==> src/logic/sbg_params.svh <==
`ifndef SBG_PARAMS_SVH
`define SBG_PARAMS_SVH
// register offsets on the plain register port
`define SBG_OFF_STC 3'h0
`define SBG_OFF_RELOAD 3'h1
`define SBG_OFF_MODE 3'h2
`define SBG_OFF_WAIT 3'h3
`define SBG_OFF_STATUS 3'h4
`define SBG_OFF_COUNT 3'h5
// reset values
`define SBG_RST_STC 8'h00
`define SBG_RST_RELOAD 8'h00
`define SBG_RST_MODE 8'h00
`define SBG_RST_WAIT 8'h00
`define SBG_RD_ZERO 8'h00
// serial/timer control fields
`define SBG_STC_TWOWIRE_HI 7
`define SBG_STC_TWOWIRE_LO 4
`define SBG_STC_HOST_SW 3
`define SBG_STC_MPE 2
`define SBG_STC_TMR_HI 1
`define SBG_STC_TMR_LO 0
// serial mode fields
`define SBG_MODE_SYNC 7
`define SBG_MODE_MP 2
`define SBG_MODE_SEL_HI 1
`define SBG_MODE_SEL_LO 0
// wait-state control fields
`define SBG_WAIT_DBL 0
`define SBG_WAIT_PHALF 1
// status fields
`define SBG_ST_SCLK 0
`define SBG_ST_NOCONT 1
`define SBG_ST_RUN 2
// prescaler masks: count length minus one
`define SBG_MASK_D1 7'h00
`define SBG_MASK_D4 7'h03
`define SBG_MASK_D8 7'h07
`define SBG_MASK_D16 7'h0F
`define SBG_MASK_D32 7'h1F
`define SBG_MASK_D64 7'h3F
`define SBG_MASK_D128 7'h7F
`endif

==> src/logic/sbg_pkg.sv <==
package sbg_pkg;
  // run control of the internal serial clock
  typedef enum logic [1:0] {
    run_idle,
    run_arm,
    run_active
  } sbg_run_type;
  typedef logic [1:0] sbg_sel_type;
endpackage

==> src/logic/sbg_prescaler.sv <==
`timescale 1ns/100ps
`include "sbg_params.svh"
module sbg_prescaler
  import sbg_pkg::*;
(
  // clock and reset
  input wire logic clk,
  input wire logic rst,
  // control
  input wire logic clr,
  input wire logic base_en,
  input wire sbg_sel_type sel,
  input wire logic dbl,
  // prescaled pulse
  output logic tick
);
  logic [6:0] cnt_r;
  logic [6:0] mask;

  // division length from selector and doubling bit
  always_comb begin
    case ({dbl, sel})
      3'h0: mask = `SBG_MASK_D1;
      3'h1: mask = `SBG_MASK_D4;
      3'h2: mask = `SBG_MASK_D16;
      3'h3: mask = `SBG_MASK_D64;
      3'h4: mask = `SBG_MASK_D1;
      3'h5: mask = `SBG_MASK_D8;
      3'h6: mask = `SBG_MASK_D32;
      default: mask = `SBG_MASK_D128;
    endcase
  end

  // free counter of base pulses; clr realigns it when the clock starts
  always_ff @(posedge clk or posedge rst) begin
    if (rst) begin
      cnt_r <= 7'h00;
      tick <= 1'b0;
    end else if (clr) begin
      cnt_r <= 7'h00;
      tick <= 1'b0;
    end else begin
      tick <= base_en && ((cnt_r & mask) == mask);
      if (base_en) begin
        cnt_r <= cnt_r + 7'h01;
      end
    end
  end
endmodule // sbg_prescaler

==> src/logic/sbg_divider.sv <==
`timescale 1ns/100ps
`include "sbg_params.svh"
module sbg_divider #(
  parameter int RELOAD_W = 8
) (
  // clock and reset
  input wire logic clk,
  input wire logic rst,
  // control
  input wire logic restart,
  input wire logic tick,
  input wire logic [RELOAD_W-1:0] reload,
  // terminal count pulse and live count
  output logic tc,
  output logic [RELOAD_W-1:0] count
);
  // count down prescaled pulses, reload from N: one tc per N+1 ticks
  always_ff @(posedge clk or posedge rst) begin
    if (rst) begin
      count <= '0;
      tc <= 1'b0;
    end else if (restart) begin
      count <= reload;
      tc <= 1'b0;
    end else begin
      tc <= 1'b0;
      if (tick) begin
        if (count == '0) begin
          count <= reload;
          tc <= 1'b1;
        end else begin
          count <= count - RELOAD_W'(1);
        end
      end
    end
  end
endmodule // sbg_divider

==> src/logic/sbg_top.sv <==
// Functional notes
// - undoubled prescale: source clock divided by 1, 4, 16, 64 for selector 0-3
// - doubled prescale: source clock divided by 1, 8, 32, 128 for selector 0-3
// - bit period is four times the prescale division above times N+1 source clocks
// - reload value N is an 8-bit register, 0 to 255
// - serial/timer control is 8 bits, all read/write, reset to zero
// - multiprocessor enable clear disables multiprocessor mode whatever the format bit
// - multiprocessor enable set enables it on serial channels 0 and 1
// - control bits 7 to 4 go to the two-wire bus interface
// - control bit 3 goes to the host interface input selection
// - control bits 1 and 0 go to the 8-bit timer clock selection
`timescale 1ns/100ps
`include "sbg_params.svh"
module sbg_top
  import sbg_pkg::*;
#(
  parameter int ADDR_W = 3,
  parameter int DATA_W = 8
) (
  // clock and reset
  input wire logic clk,
  input wire logic rst,
  // register port
  input wire logic [ADDR_W-1:0] reg_addr,
  input wire logic [DATA_W-1:0] reg_wdata,
  input wire logic reg_wr,
  input wire logic reg_rd,
  output logic [DATA_W-1:0] reg_rdata,
  // format bit of the second serial channel
  input wire logic ch1_multiproc_format_bit,
  // serial clock pin, output only in internal clock mode
  output logic sclk_out,
  output logic sclk_oe,
  // bit timing pulses for the shift logic
  output logic bit_shift,
  output logic bit_sample,
  // multiprocessor function per channel
  output logic [1:0] multiproc_enable,
  output logic [1:0] multiproc_active,
  // forwarded control fields
  output logic [3:0] twowire_ctrl,
  output logic host_input_switch,
  output logic [1:0] timer_clk_sel
);
  localparam int NCH = 2;

  // registers
  logic [DATA_W-1:0] serial_timer_control_r;
  logic [7:0] bit_rate_reload_r;
  logic [DATA_W-1:0] serial_mode_reg_r;
  logic [DATA_W-1:0] wait_state_ctrl_reg_r;
  logic [DATA_W-1:0] reg_rdata_nxt;

  // decoded strobes
  logic wr_stc;
  logic wr_reload;
  logic wr_mode;
  logic wr_wait;

  // control fields
  sbg_sel_type prescale_sel;
  logic clock_double_sel;
  logic periph_half;
  logic sync_en;
  logic multiproc_format_bit;
  logic no_continuous;

  // clock generation state
  sbg_run_type run_r;
  sbg_run_type run_nxt;
  logic pclk_phase_r;
  logic pclk_en;
  logic base_en;
  logic pre_tick;
  logic div_tc;
  logic [7:0] div_count;
  logic half_r;
  logic sclk_r;
  logic restart;
  logic prescale_clr;
  logic [NCH-1:0] mp_bits;

  // address decode; only one strobe is ever high at a time
  assign wr_stc = reg_wr && (reg_addr == `SBG_OFF_STC);
  assign wr_reload = reg_wr && (reg_addr == `SBG_OFF_RELOAD);
  assign wr_mode = reg_wr && (reg_addr == `SBG_OFF_MODE);
  assign wr_wait = reg_wr && (reg_addr == `SBG_OFF_WAIT);

  // serial/timer control: every bit plain read/write
  always_ff @(posedge clk or posedge rst) begin
    if (rst) begin
      serial_timer_control_r <= `SBG_RST_STC;
    end else if (wr_stc) begin
      serial_timer_control_r <= reg_wdata;
    end
  end

  // reload value N, full 8-bit range
  always_ff @(posedge clk or posedge rst) begin
    if (rst) begin
      bit_rate_reload_r <= `SBG_RST_RELOAD;
    end else if (wr_reload) begin
      bit_rate_reload_r <= reg_wdata[7:0];
    end
  end

  // serial mode: selector, format bit and synchronous clock enable
  always_ff @(posedge clk or posedge rst) begin
    if (rst) begin
      serial_mode_reg_r <= `SBG_RST_MODE;
    end else if (wr_mode) begin
      serial_mode_reg_r <= reg_wdata;
    end
  end

  // wait-state control: doubling bit and peripheral clock ratio
  always_ff @(posedge clk or posedge rst) begin
    if (rst) begin
      wait_state_ctrl_reg_r <= `SBG_RST_WAIT;
    end else if (wr_wait) begin
      wait_state_ctrl_reg_r <= reg_wdata;
    end
  end

  // field extraction
  assign prescale_sel = {serial_mode_reg_r[`SBG_MODE_SEL_HI], serial_mode_reg_r[`SBG_MODE_SEL_LO]};
  assign multiproc_format_bit = serial_mode_reg_r[`SBG_MODE_MP];
  assign sync_en = serial_mode_reg_r[`SBG_MODE_SYNC];
  assign clock_double_sel = wait_state_ctrl_reg_r[`SBG_WAIT_DBL];
  assign periph_half = wait_state_ctrl_reg_r[`SBG_WAIT_PHALF];

  // this setting gives a bit every four cycles, too fast to reload data in time
  assign no_continuous = (prescale_sel == 2'h0) && (bit_rate_reload_r == 8'h00);

  // peripheral clock as an enable: every cycle, or every other when halved
  always_ff @(posedge clk or posedge rst) begin
    if (rst) begin
      pclk_phase_r <= 1'b0;
    end else begin
      pclk_phase_r <= ~pclk_phase_r;
    end
  end
  assign pclk_en = periph_half ? pclk_phase_r : 1'b1;

  // source is the system clock for selector zero, else the peripheral clock
  assign base_en = (prescale_sel == 2'h0) ? 1'b1 : pclk_en;

  // run control: arm one cycle to realign prescaler and divider
  always_comb begin
    run_nxt = run_r;
    case (run_r)
      run_idle: begin
        if (sync_en) begin
          run_nxt = run_arm;
        end
      end
      run_arm: begin
        run_nxt = sync_en ? run_active : run_idle;
      end
      run_active: begin
        if (!sync_en) begin
          run_nxt = run_idle;
        end
      end
      default: run_nxt = run_idle;
    endcase
  end

  always_ff @(posedge clk or posedge rst) begin
    if (rst) begin
      run_r <= run_idle;
    end else begin
      run_r <= run_nxt;
    end
  end

  // a new N or a new selection restarts the bit period cleanly
  assign restart = (run_r != run_active) || wr_reload || wr_mode || wr_wait;
  assign prescale_clr = restart;

  sbg_prescaler u_prescaler (
    .clk(clk),
    .rst(rst),
    .clr(prescale_clr),
    .base_en(base_en),
    .sel(prescale_sel),
    .dbl(clock_double_sel),
    .tick(pre_tick)
  );

  sbg_divider #(
    .RELOAD_W(8)
  ) u_divider (
    .clk(clk),
    .rst(rst),
    .restart(restart),
    .tick(pre_tick),
    .reload(bit_rate_reload_r),
    .tc(div_tc),
    .count(div_count)
  );

  // two terminal counts per half period: bit period is 4*(N+1) prescaled ticks
  always_ff @(posedge clk or posedge rst) begin
    if (rst) begin
      half_r <= 1'b0;
      sclk_r <= 1'b1;
    end else if (restart) begin
      half_r <= 1'b0;
      sclk_r <= 1'b1; // idle high between transfers
    end else if (div_tc) begin
      half_r <= ~half_r;
      if (half_r) begin
        sclk_r <= ~sclk_r;
      end
    end
  end

  // pin drive and timing pulses, all registered
  always_ff @(posedge clk or posedge rst) begin
    if (rst) begin
      sclk_out <= 1'b1;
      sclk_oe <= 1'b0;
      bit_shift <= 1'b0;
      bit_sample <= 1'b0;
    end else begin
      sclk_out <= sclk_r;
      sclk_oe <= sync_en;
      // falling edge shifts out, rising edge samples in
      bit_shift <= div_tc && half_r && sclk_r && !restart;
      bit_sample <= div_tc && half_r && !sclk_r && !restart;
    end
  end

  // per-channel multiprocessor gating
  assign mp_bits = {ch1_multiproc_format_bit, multiproc_format_bit};

  genvar ch;
  generate
    for (ch = 0; ch < NCH; ch = ch + 1) begin : g_mp
      always_ff @(posedge clk or posedge rst) begin
        if (rst) begin
          multiproc_enable[ch] <= 1'b0;
          multiproc_active[ch] <= 1'b0;
        end else begin
          multiproc_enable[ch] <= serial_timer_control_r[`SBG_STC_MPE];
          // enable clear overrides the format bit
          multiproc_active[ch] <= serial_timer_control_r[`SBG_STC_MPE] && mp_bits[ch];
        end
      end
    end
  endgenerate

  // forwarded control fields come straight from the control register flops
  assign twowire_ctrl = serial_timer_control_r[`SBG_STC_TWOWIRE_HI:`SBG_STC_TWOWIRE_LO];
  assign host_input_switch = serial_timer_control_r[`SBG_STC_HOST_SW];
  assign timer_clk_sel = serial_timer_control_r[`SBG_STC_TMR_HI:`SBG_STC_TMR_LO];

  // read mux; unmapped addresses read zero
  always_comb begin
    reg_rdata_nxt = `SBG_RD_ZERO;
    case (reg_addr)
      `SBG_OFF_STC: reg_rdata_nxt = serial_timer_control_r;
      `SBG_OFF_RELOAD: reg_rdata_nxt = bit_rate_reload_r;
      `SBG_OFF_MODE: reg_rdata_nxt = serial_mode_reg_r;
      `SBG_OFF_WAIT: reg_rdata_nxt = wait_state_ctrl_reg_r;
      `SBG_OFF_STATUS: begin
        reg_rdata_nxt[`SBG_ST_SCLK] = sclk_r;
        reg_rdata_nxt[`SBG_ST_NOCONT] = no_continuous;
        reg_rdata_nxt[`SBG_ST_RUN] = (run_r == run_active);
      end
      `SBG_OFF_COUNT: reg_rdata_nxt = div_count;
      default: reg_rdata_nxt = `SBG_RD_ZERO;
    endcase
  end

  // read data stands the cycle after the strobe, zero otherwise
  always_ff @(posedge clk or posedge rst) begin
    if (rst) begin
      reg_rdata <= `SBG_RD_ZERO;
    end else if (reg_rd) begin
      reg_rdata <= reg_rdata_nxt;
    end else begin
      reg_rdata <= `SBG_RD_ZERO;
    end
  end
endmodule // sbg_top

==> config.mk <==
export PLATFORM = sky130hd
export DESIGN_NAME = sbg_top
export DESIGN_NICKNAME = d
export VERILOG_FILES = /design/src/logic/sbg_pkg.sv /design/src/logic/sbg_prescaler.sv /design/src/logic/sbg_divider.sv /design/src/logic/sbg_top.sv
export VERILOG_INCLUDE_DIRS = /design/src /design/src/logic
export SDC_FILE = /design/constraint.sdc
export NUM_CORES = 1
export LEC_CHECK = 0
export ABC_AREA = 1
export BUFFER_PORTS_ARGS = -buffer_cell sky130_fd_sc_hd__buf_2
export CAP_MARGIN = 20
export CORE_ASPECT_RATIO = 0.7
export CORE_UTILIZATION = 55
export DETAILED_ROUTE_END_ITERATION = 16
export GPL_ROUTABILITY_DRIVEN = 1
export PLACE_DENSITY = 0.75
export SYNTH_ARGS = -nofsm -noshare
export SYNTH_HDL_FRONTEND = slang
export SYNTH_HIERARCHICAL = 1
export SYNTH_SLANG_ARGS = --single-unit
==> constraint.sdc <==
create_clock -name clk -period 4.7 [get_ports clk]
set_clock_uncertainty 0.15 [all_clocks]
set_input_delay 0.47 -clock clk [delete_from_list [all_inputs] [get_ports clk]]
set_output_delay 0.47 -clock clk [all_outputs]
set_load 0.1 [all_outputs]
# ---- Yosys cells after proc, flatten, opt, wreduce, memory -nomap -nowiden
# Cells that the tools add are included.
dict set report totals {
  word_cells 98
  out_inout_bits 23
  latch_bits 0
  ff_bits 69
  memories 0
  ram_bits 0
  romBits 0
}
dict set report op_classes {
  n_reduce_logical 31
  n_eq_ne 17
  add_sub_neg 2
  n_mux 24
  magnitude_cmp 0
  n_bitwise 4
  div_mod_pow 0
  n_shift 0
  multipliers 0
}
# op n
set op_table {}
lappend op_table {{$pmux W7 S6} 1}
lappend op_table {{$mux W8} 4}
lappend op_table {{$pmux W5 S5} 1}
lappend op_table {{$pmux W3 S6} 1}
lappend op_table {{$logic_not A8 Y1} 2}
lappend op_table {{$eq A3 B3 Y1 const B} 5}
lappend op_table {{$mux W7} 2}
lappend op_table {{$logic_and A1 B1 Y1} 13}
lappend op_table {{$eq A3 B2 Y1 const B} 4}
lappend op_table {{$mux W1} 11}
lappend op_table {{$reduce_bool A2 Y1} 4}
lappend op_table {{$sub A8 B1 Y8 const B} 1}
lappend op_table {{$add A7 B1 Y7 const B} 1}
lappend op_table {{$and A7 B7 Y7} 1}
lappend op_table {{$eq A7 B7 Y1} 1}
lappend op_table {{$eq A3 B1 Y1 const B} 2}
lappend op_table {{$logic_not A3 Y1} 2}
lappend op_table {{$mux W2} 3}
lappend op_table {{$ne A2 B2 Y1 const B} 3}
lappend op_table {{$pmux W2 S3} 1}
lappend op_table {{$logic_not A2 Y1} 2}
lappend op_table {{$reduce_and A2 Y1} 2}
lappend op_table {{$logic_or A1 B1 Y1} 3}
lappend op_table {{$not A1 Y1} 3}
lappend op_table {{4 further kinds} 5}

# ---- Longest topological paths before layout
# Gate-level depths: netlist of run 1.
dict set report depth {
  ltp_word 7
  mapped_depth 14
  mapped_depth_nobuf 13
}

# ---- Modules after synthesis
# The synthesis of run 1 kept the hierarchy.
# module instances area_per_inst_um2 cells_per_inst
set by_module_without_submodules {}
lappend by_module_without_submodules {sbg_top 1 2447.3 274}
lappend by_module_without_submodules {sbg_divider 1 681.9 104}
lappend by_module_without_submodules {sbg_prescaler 1 436.7 56}

# ---- Worst setup path before layout of run 1
# OpenSTA, ideal clock, no wires.
dict set report synth_timing {
  kind {input -> register}
  start {in reg_addr[2]}
  end {reg u_divider.count[0]}
  setup_ns 0.118
  n_path_buf 1
  setup_slack_ns 2.714
  stages 12
  arrival_time_ns 1.719
  required_ns 4.432
  cell_sequence {buf_6 -> inv_4 -> nand2_2 -> nor2_4 -> nand2_4 -> nand2_1 -> nor2_2 -> inv_2 -> nor2_2 -> inv_2 -> nand3_1 -> nand2_1}
}
dict set report synth_between {
  elab_chain_len 6
}
# item line
set synth_rtl {}
lappend synth_rtl {{start, declared} sbg_top.sv:24} ;# input wire logic [ADDR_W-1:0] reg_addr,
lappend synth_rtl {{$eq A3 B1 Y1} n/a}
lappend synth_rtl {{$logic_and A1 B1 Y1} sbg_top.sv:85} ;# assign wr_reload = reg_wr && (reg_addr == `SBG_OFF_RELOAD);
lappend synth_rtl {{$logic_or A1 B1 Y1 (2 in a row)} sbg_top.sv:178} ;# assign restart = (run_r != run_active) || wr_reload || wr_mode || wr_wait;
lappend synth_rtl {{$logic_or A1 B1 Y1 *} sbg_top.sv:178}
lappend synth_rtl {{net prescale_clr} sbg_top.sv:80} ;# logic prescale_clr;
lappend synth_rtl {{$mux W8 or $reduce_bool A2 Y1 (tied branches)} n/a}
lappend synth_rtl {{end signal, assigned} sbg_divider.sv:23} ;# count <= reload;
lappend synth_rtl {{end signal, assigned} sbg_divider.sv:29} ;# count <= reload;
lappend synth_rtl {{end signal, assigned} sbg_divider.sv:32} ;# count <= count - RELOAD_W'(1);
lappend synth_rtl {{end, declared} sbg_divider.sv:15} ;# output logic [RELOAD_W-1:0] count
# Mark *: on every way through the listed nets, which the timed path passes. The rest lies on a longest branch.
# A chain may end at the register's enable or synchronous reset.

# ---- Worst setup path after layout of run 1
dict set report layout_timing {
  start {in reg_addr[2]}
  end {reg u_divider.count[6]}
}
# The elaborated chain is that of the path after synthesis.

==> flow_metrics.py, run 1 <==
metrics = {
    "status": {
        "status": "completed",
    },
    "place": {
        "port_buffers": 38,
        "pre_cts_ws_ns": 2.15,
        "gp_congestion": 0.899,
        "dpl.hpwl_um": 5650,
        "placed_cells": 536,
    },
    "synth": {
        "yosys_warnings": 6,
        "syn_inst": 434,
        "synth_seq_cells": 69,
        "syn_avg_cell_area_sq_um": 8.22,
        "synth_area_sq_um": 3570,
        "synth_cell_types": 31,
        "yosysSeqAreaShare_pct": 48.5,
        "synth_nets": 453,
    },
    "grt": {
        "grt_pass1_wl_um": 13100,
        "grtUsageMet1_pct": 37.1,
        "grt_start_max_net_pins": 51,
        "top_usage_layer": "met1",
        "grt_antenna_before_repair": 0,
        "grt_pass1_vias": 2635,
        "met2_usage_pct": 35.7,
        "grt_util_all_layers_pct": 24.8,
        "grt_overflow_total": 0,
        "met3_usage_pct": 6.35,
    },
    "timing": {
        "rsz0062_at_grt": "false",
        "final_hold_viol_count": 0,
        "worst_slack_ns": 2.45,
        "setup_viol": 0,
        "period_minus_slack_ns": 2.25,
        "tightest_slew_ns": 0.639,
        "max_freq_ghz": 0.445,
        "slew_headroom_pct": 57.4,
        "min_period_over_period_pct": 47.8,
        "slew_violations": 0,
        "fin_tns_setup_ns": 0,
    },
    "power": {
        "p_leak_nw": 2.06,
        "total_power_mw": 1.76,
        "internal_power_mw": 1.02,
        "p_sw_share_pct": 42.1,
        "ir_drop_mv": 0.364,
        "switchingPower_uw": 739,
        "p_per_area_nw_per_um2": 449,
        "clkPwrFrac_pct": 23.2,
        "p_seq_share_pct": 45.2,
        "p_comb_share_pct": 31.6,
    },
    "critical_path": {
        "worst-setup-path-type": "primary input to register",
        "cp-start-kind": "primary input",
        "end_kind": "register",
        "cp_data_arrival_time_ns": 2.32,
        "crit_fanout": 17,
        "cp.required_ns": 4.77,
    },
    "route": {
        "dr.first_iter.drc_count": 188,
        "num_vias": 2904,
        "routed_via_density": 5.26,
        "ant_nets": 0,
        "drc_errors": 0,
        "routedWlPerCell_um": 13.9,
        "postRouteWirelength_um": 7680,
        "drt-pass1-iter-count": 7,
    },
    "finish": {
        "multiInputGateArea_sq_um": 1520,
        "layout_common_cells": "130 x nand2_1, 67 x dfrtp_1, 41 x inv_1",
        "drive_gt1_share_pct": 25.1,
        "insertedDiodeCount": 0,
        "fin_cells": 552,
        "nNetsFinal": 489,
        "fillers": 557,
        "syn_to_final_growth_pct": 9.65,
        "fin_util_pct": 62.6,
        "layout_commonest_cell": "nand2_1",
        "seqCellArea_sq_um": 1730,
    },
    "floorplan": {
        "fp-row-count": 24,
        "die_area_sq_um": 6810,
        "initial_core_util_pct": 57.1,
        "fp.dieW_um": 98.2,
        "core_sq_um": 6250,
        "pin_count": 39,
        "die_h_um": 69.4,
    },
    "cts": {
        "holdBufCountCts": 1,
        "htreeDepth": 3,
        "cts.clk_slew.worst_paths_ns": 0.07,
        "clkSinkCount": 69,
        "cts_setup_buffers": 0,
        "clockBufferDepth": 2,
        "root_buffer": "clkbuf_8",
        "cts.repair.resized": 0,
        "numCtsBuffers": 9,
        "cts_tree": "done",
        "clk_latency_ns": 0.34,
    },
    "run": {
        "cap_violations": 0,
    },
    "hold_path": {
        "worstHoldPathType": "primary input to register",
    },
}
## Yosys cell counts (all sizes together)
cell   count  area, sq um
a21oi      8         43.8
a22o       1         8.76
and2       1         6.26
buf       15          126
dfrtp     67         1680
dfstp      2         52.6
ha         3         37.5
inv       50          190
mux2       1         11.3
nand2    143          594
nand3     39          200
nand4      7         43.8
nor2      54          283
nor3       2         10.0
o21a       1         7.51
o21ai     35          235
or2        2         12.5
xnor2      2         17.5
xor2       1         8.76
## final cells by class
class / count / area share (%)
Timing Repair Buffer: 40 / 5.31
Multi-Input combinational cell: 300 / 38.9
Inverter: 50 / 4.86
Clock buffer: 9 / 3.17
Tap cell: 78 / 2.50
Sequential cell: 69 / 44.2
Clock inverter: 6 / 1.06
## per-stage QoR
step / area (sq um) / hold WS (ns)
2_1_floorplan: 3570 / 0.136
3_3_place_gp: 3730 / 0.196
3_5_place_dp: 3730 / 0.198
4_1_cts: 3910 / 0.160
5_1_grt: 3910 / 0.164
6_report: 3910 / 0.168
## power groups by stage
stage | Sequential [mW] | Clock (mW) | Combinational (mW)
2_1_floorplan | 0.864 | 0 | 0.384
3_3_place_gp | 0.798 | 0 | 0.540
3_5_place_dp | 0.800 | 0 | 0.552
4_1_cts | 0.790 | 0.414 | 0.555
5_1_grt | 0.807 | 0.437 | 0.605
6_report | 0.793 | 0.407 | 0.555
## state kept, by name, indices dropped and copies added (netlist names), 2 cells and up
| signal | count |
|---|---|
| serial_mode_reg_r | 8 |
| run_r | 2 |
| wait_state_ctrl_reg_r | 8 |
| multiproc_active | 2 |
| u_divider/count | 8 |
| bit_rate_reload_r | 8 |
| reg_rdata | 8 |
| u_prescaler/cnt_r | 7 |
| serial_timer_control_r | 8 |
## metal layers
layer | up-vias | wire length, um
met4 | 0 | 84
met2 | 107 | 3220
met1 | 1356 | 3860
li1 | 1431 | -
met3 | 10 | 512
met5 | - | 0
## logic make-up (layout without fill, tap and decap cells)
logic type / after synthesis / count (layout) / synth area share (%)
multiplexers: 1 / 1 / 0.316
adder cells (fa/ha/maj): 3 / 3 / 1.05
flip-flops: 69 / 69 / 48.5
AND/OR/NAND/NOR: 248 / 248 / 32.2
XOR/XNOR: 3 / 3 / 0.737
AO/OA/AOI/OAI: 45 / 45 / 8.28
buffers and inverters: 65 / 105 / 8.88
## path summary, 6_finish.rpt
path | from | endpoint | slack [ns] | cells after the start
min | ch1_multiproc_format_bit | multiproc_active[1] | 0.17 | 3
max in group asynchronous | rst | reg_rdata[1] | 3.21 | 4
max reg2reg | run_r[0] | u_divider/count[6] | 2.72 | 8
min in group asynchronous | rst | bit_sample | 0.39 | 3
min reg2reg | pclk_phase_r | pclk_phase_r | 0.25 | 1
max | reg_addr[2] | u_divider/count[6] | 2.45 | 12
## worst max-delay path, stage by stage
cell	delay (ns)
buf_2	0.20
inv_4	0.12
nand2_2	0.14
nor2_4	0.07
nand2_4	0.21
nand2_1	0.11
nor2_2	0.18
inv_2	0.16
nor2_2	0.34
inv_2	0.14
nand3_1	0.11
nand2_1	0.06
No activity file was read; power rests on OpenSTA's default activity.
==> run 2, diff against run 1 <==
Settings changed: ABC_AREA 1 to 0, CORE_UTILIZATION 55 to 52.
Clock period 4.7 ns to 2 ns, I/O delays scaled along.
==> run 2 against run 1 <==
  * Flip-flop and latch count unchanged
  * Power increased to 2.8 times the previous value
  * Clock power grew to 3.5 times the previous value
  * Sequential power rose by 140%
  * The run now ends with setup timing left
  * Synthesized area decreased by 4.7%
  * Final cell count fell by 20%
  * Critical path type is now register to register
  * Largest power group unchanged
  * Count of clock-buffer cells in the layout is 2 higher
  * Via count is 9.3% lower
==> flow_metrics.py, run 2 <==
metrics = {
    "synth": {
        "synth_area_sq_um": 3400,
        "ys.flop_type": "dfrtp_1",
        "synth_nets": 308,
        "synth_seq_cells": 69,
        "synth_mux_area_share_pct": 15.3,
        "synthXorXnorAreaFrac_pct": 2.06,
        "synth_top_family_by_area": "simple AND/OR/NAND/NOR gates",
        "synthArstFlopShare_pct": 100,
        "yosys.area.top_type_share_pct": 49.3,
        "syn_avg_cell_area_sq_um": 11.8,
        "yosysMostFrequentCell": "dfrtp_1",
        "synthAdderAreaFrac_pct": 1.10,
        "synth-simple-area-share_pct": 16.1,
        "synth_edf_count": 0,
        "synth-compound-area-share_pct": 9.64,
        "yosys-top-cells-area": "dfrtp_1 49%, mux2_2 13%, mux2i_1 2.4%",
        "yosysSeqAreaShare_pct": 50.9,
        "synthTopCellsByCount": "67 x dfrtp_1, 39 x mux2_2, 20 x nor2_1, 13 x inv_1, 12 x nand2_1",
        "syn_inst": 289,
        "synth_top_area_cell": "dfrtp_1",
        "yosys_warnings": 6,
        "synth_cell_types": 57,
    },
    "run": {
        "cap_violations": 0,
    },
    "floorplan": {
        "die_area_sq_um": 6870,
        "initial_core_util_pct": 54.2,
        "pin_count": 39,
        "core_sq_um": 6280,
        "die_h_um": 69.7,
        "fp-row-count": 24,
        "fp.dieW_um": 98.6,
    },
    "critical_path": {
        "cp.required_ns": 2.09,
        "worst-setup-path-type": "register to register",
        "critPathMaxStageDelay_ns": 0.56,
        "crit_chain": "buf_6 > or4_4 > or4b_4 > o2111a_1",
        "crit_path_top_delay_cell": "or4_4",
        "cp-start-kind": "register",
        "end_kind": "register",
        "crit_fanout": 4,
        "cp_data_arrival_time_ns": 2.14,
    },
    "cts": {
        "cts.clk_slew.worst_paths_ns": 0.08,
        "root_buffer": "clkbuf_8",
        "numCtsBuffers": 9,
        "clkSinkCount": 69,
        "cts_tree": "done",
        "clockBufferDepth": 2,
        "htreeDepth": 3,
        "clk_latency_ns": 0.35,
    },
    "place": {
        "gp_congestion": 0.854,
        "dpl.hpwl_um": 5390,
        "port_buffers": 38,
        "placed_cells": 408,
    },
    "grt": {
        "grt_start_max_net_pins": 44,
        "grt_antenna_before_repair": 0,
        "grt_pass1_wl_um": 13000,
        "grt_util_all_layers_pct": 24.9,
        "grt_overflow_total": 0,
        "grt_pass1_vias": 2612,
    },
    "timing": {
        "final_hold_viol_count": 0,
        "setup_viol": 3,
        "tightest_slew_ns": 0.492,
        "worst_slack_ns": -0.0482,
        "min_period_over_period_pct": 102,
        "slew_violations": 0,
        "rsz0062_at_grt": "true",
        "period_minus_slack_ns": 2.05,
        "fin_tns_setup_ns": -0.0858,
        "max_freq_ghz": 0.488,
        "slew_headroom_pct": 67.1,
    },
    "status": {
        "status": "finished with violations",
        "violations": "setup timing",
    },
    "route": {
        "drc_errors": 0,
        "drt-pass1-iter-count": 6,
        "ant_nets": 0,
        "num_vias": 2635,
        "routedWlPerCell_um": 17.8,
        "dr.first_iter.drc_count": 196,
        "postRouteWirelength_um": 7850,
        "routed_via_density": 5.96,
    },
    "hold_path": {
        "worstHoldPathType": "primary input to register",
    },
    "finish": {
        "fin_cells": 442,
        "nNetsFinal": 378,
        "syn_to_final_growth_pct": 24.6,
        "drive_gt1_share_pct": 39.3,
        "fin_util_pct": 67.5,
        "layout_commonest_cell": "dfrtp_1",
        "insertedDiodeCount": 0,
        "layout_common_cells": "67 x dfrtp_1, 39 x mux2_2, 38 x buf_2",
    },
    "power": {
        "p_per_area_nw_per_um2": 1170,
        "ir_drop_mv": 0.647,
        "p_leak_nw": 1.93,
    },
}
run 2: through the flow:
step                      worst slack, ns  power (mW)  instance area, sq um  hold slack (ns)
final                             -0.0482        4.94                  4240            0.157
after global routing              -0.0740        5.15                  4240            0.188
after CTS                         -0.0275        4.88                  4190            0.142
after detailed placement          -0.0731        3.37                  3770           0.0127
after global placement           -0.00554        3.33                  3770           0.0143
after floorplan                    0.0112        2.98                  3400           -0.134
run 2: cell families (layout without fill, tap and decap cells):
family	after synthesis	after routing
simple gates	89	89
flops	69	69
mux	47	47
compound gates	41	41
buf+inv	32	107
xor+xnor	8	8
fa+ha+maj	3	3
run 2: layer usage:
| metal | vias up | share of wire [%] | global-route usage, % |
|---|---|---|---|
| met3 | 13 | 5.8 | 6.35 |
| met5 | - | 0 | 0 |
| met4 | 0 | 0.89 | 6.47 |
| li1 | 1190 | - | - |
| met1 | 1326 | 45 | 34.0 |
| met2 | 106 | 48 | 39.8 |
run 2: final cells by class:
cell class	instances	area, sq um
Sequential cell	69	1730
Tap cell	78	97.6
Timing Repair Buffer	78	567
Inverter	13	48.8
Fill cell	470	2040
Clock buffer	11	151
Clock inverter	5	106
Multi-Input combinational cell	188	1540
run 2: power breakdown:
part           leakage, nW  internal, mW  total (mW)  switching [mW]
combinational        0.937         0.617        1.60           0.983
clock                0.126         0.898        1.43           0.532
sequential           0.864          1.65        1.91           0.260
total                 1.93          3.16        4.94            1.78
run 2: final timing paths:
path	startpoint	end	slack, ns	cells after the start
max in group asynchronous	rst	bit_rate_reload_r[3]	1.01	4
worst min register to register	sclk_r	sclk_out	0.26	0
worst max register to register	u_divider/count[0]	u_divider/count[5]	-0.05	4
worst min-delay path	reg_addr[1]	reg_rdata[1]	0.16	4
min in group asynchronous	rst	bit_rate_reload_r[6]	0.19	3
worst max-delay path	u_divider/count[0]	u_divider/count[5]	-0.05	4
run 2: worst max-delay path: cells and delay by family (launching register included):
family | cells | cell delay (ns)
flip-flops | 1 | 0.40
AND/OR/NAND/NOR | 2 | 1.11
buffers and inverters | 1 | 0.13
AO/OA/AOI/OAI | 1 | 0.15
run 2: repair_timing:
action	CTS	global route
buffers inserted	3	4
pin swaps	4	4
hold endpoints to repair	105	0
gates resized for setup	8	3
endpoints found under the setup margin	5	6
hold buffers	11	0
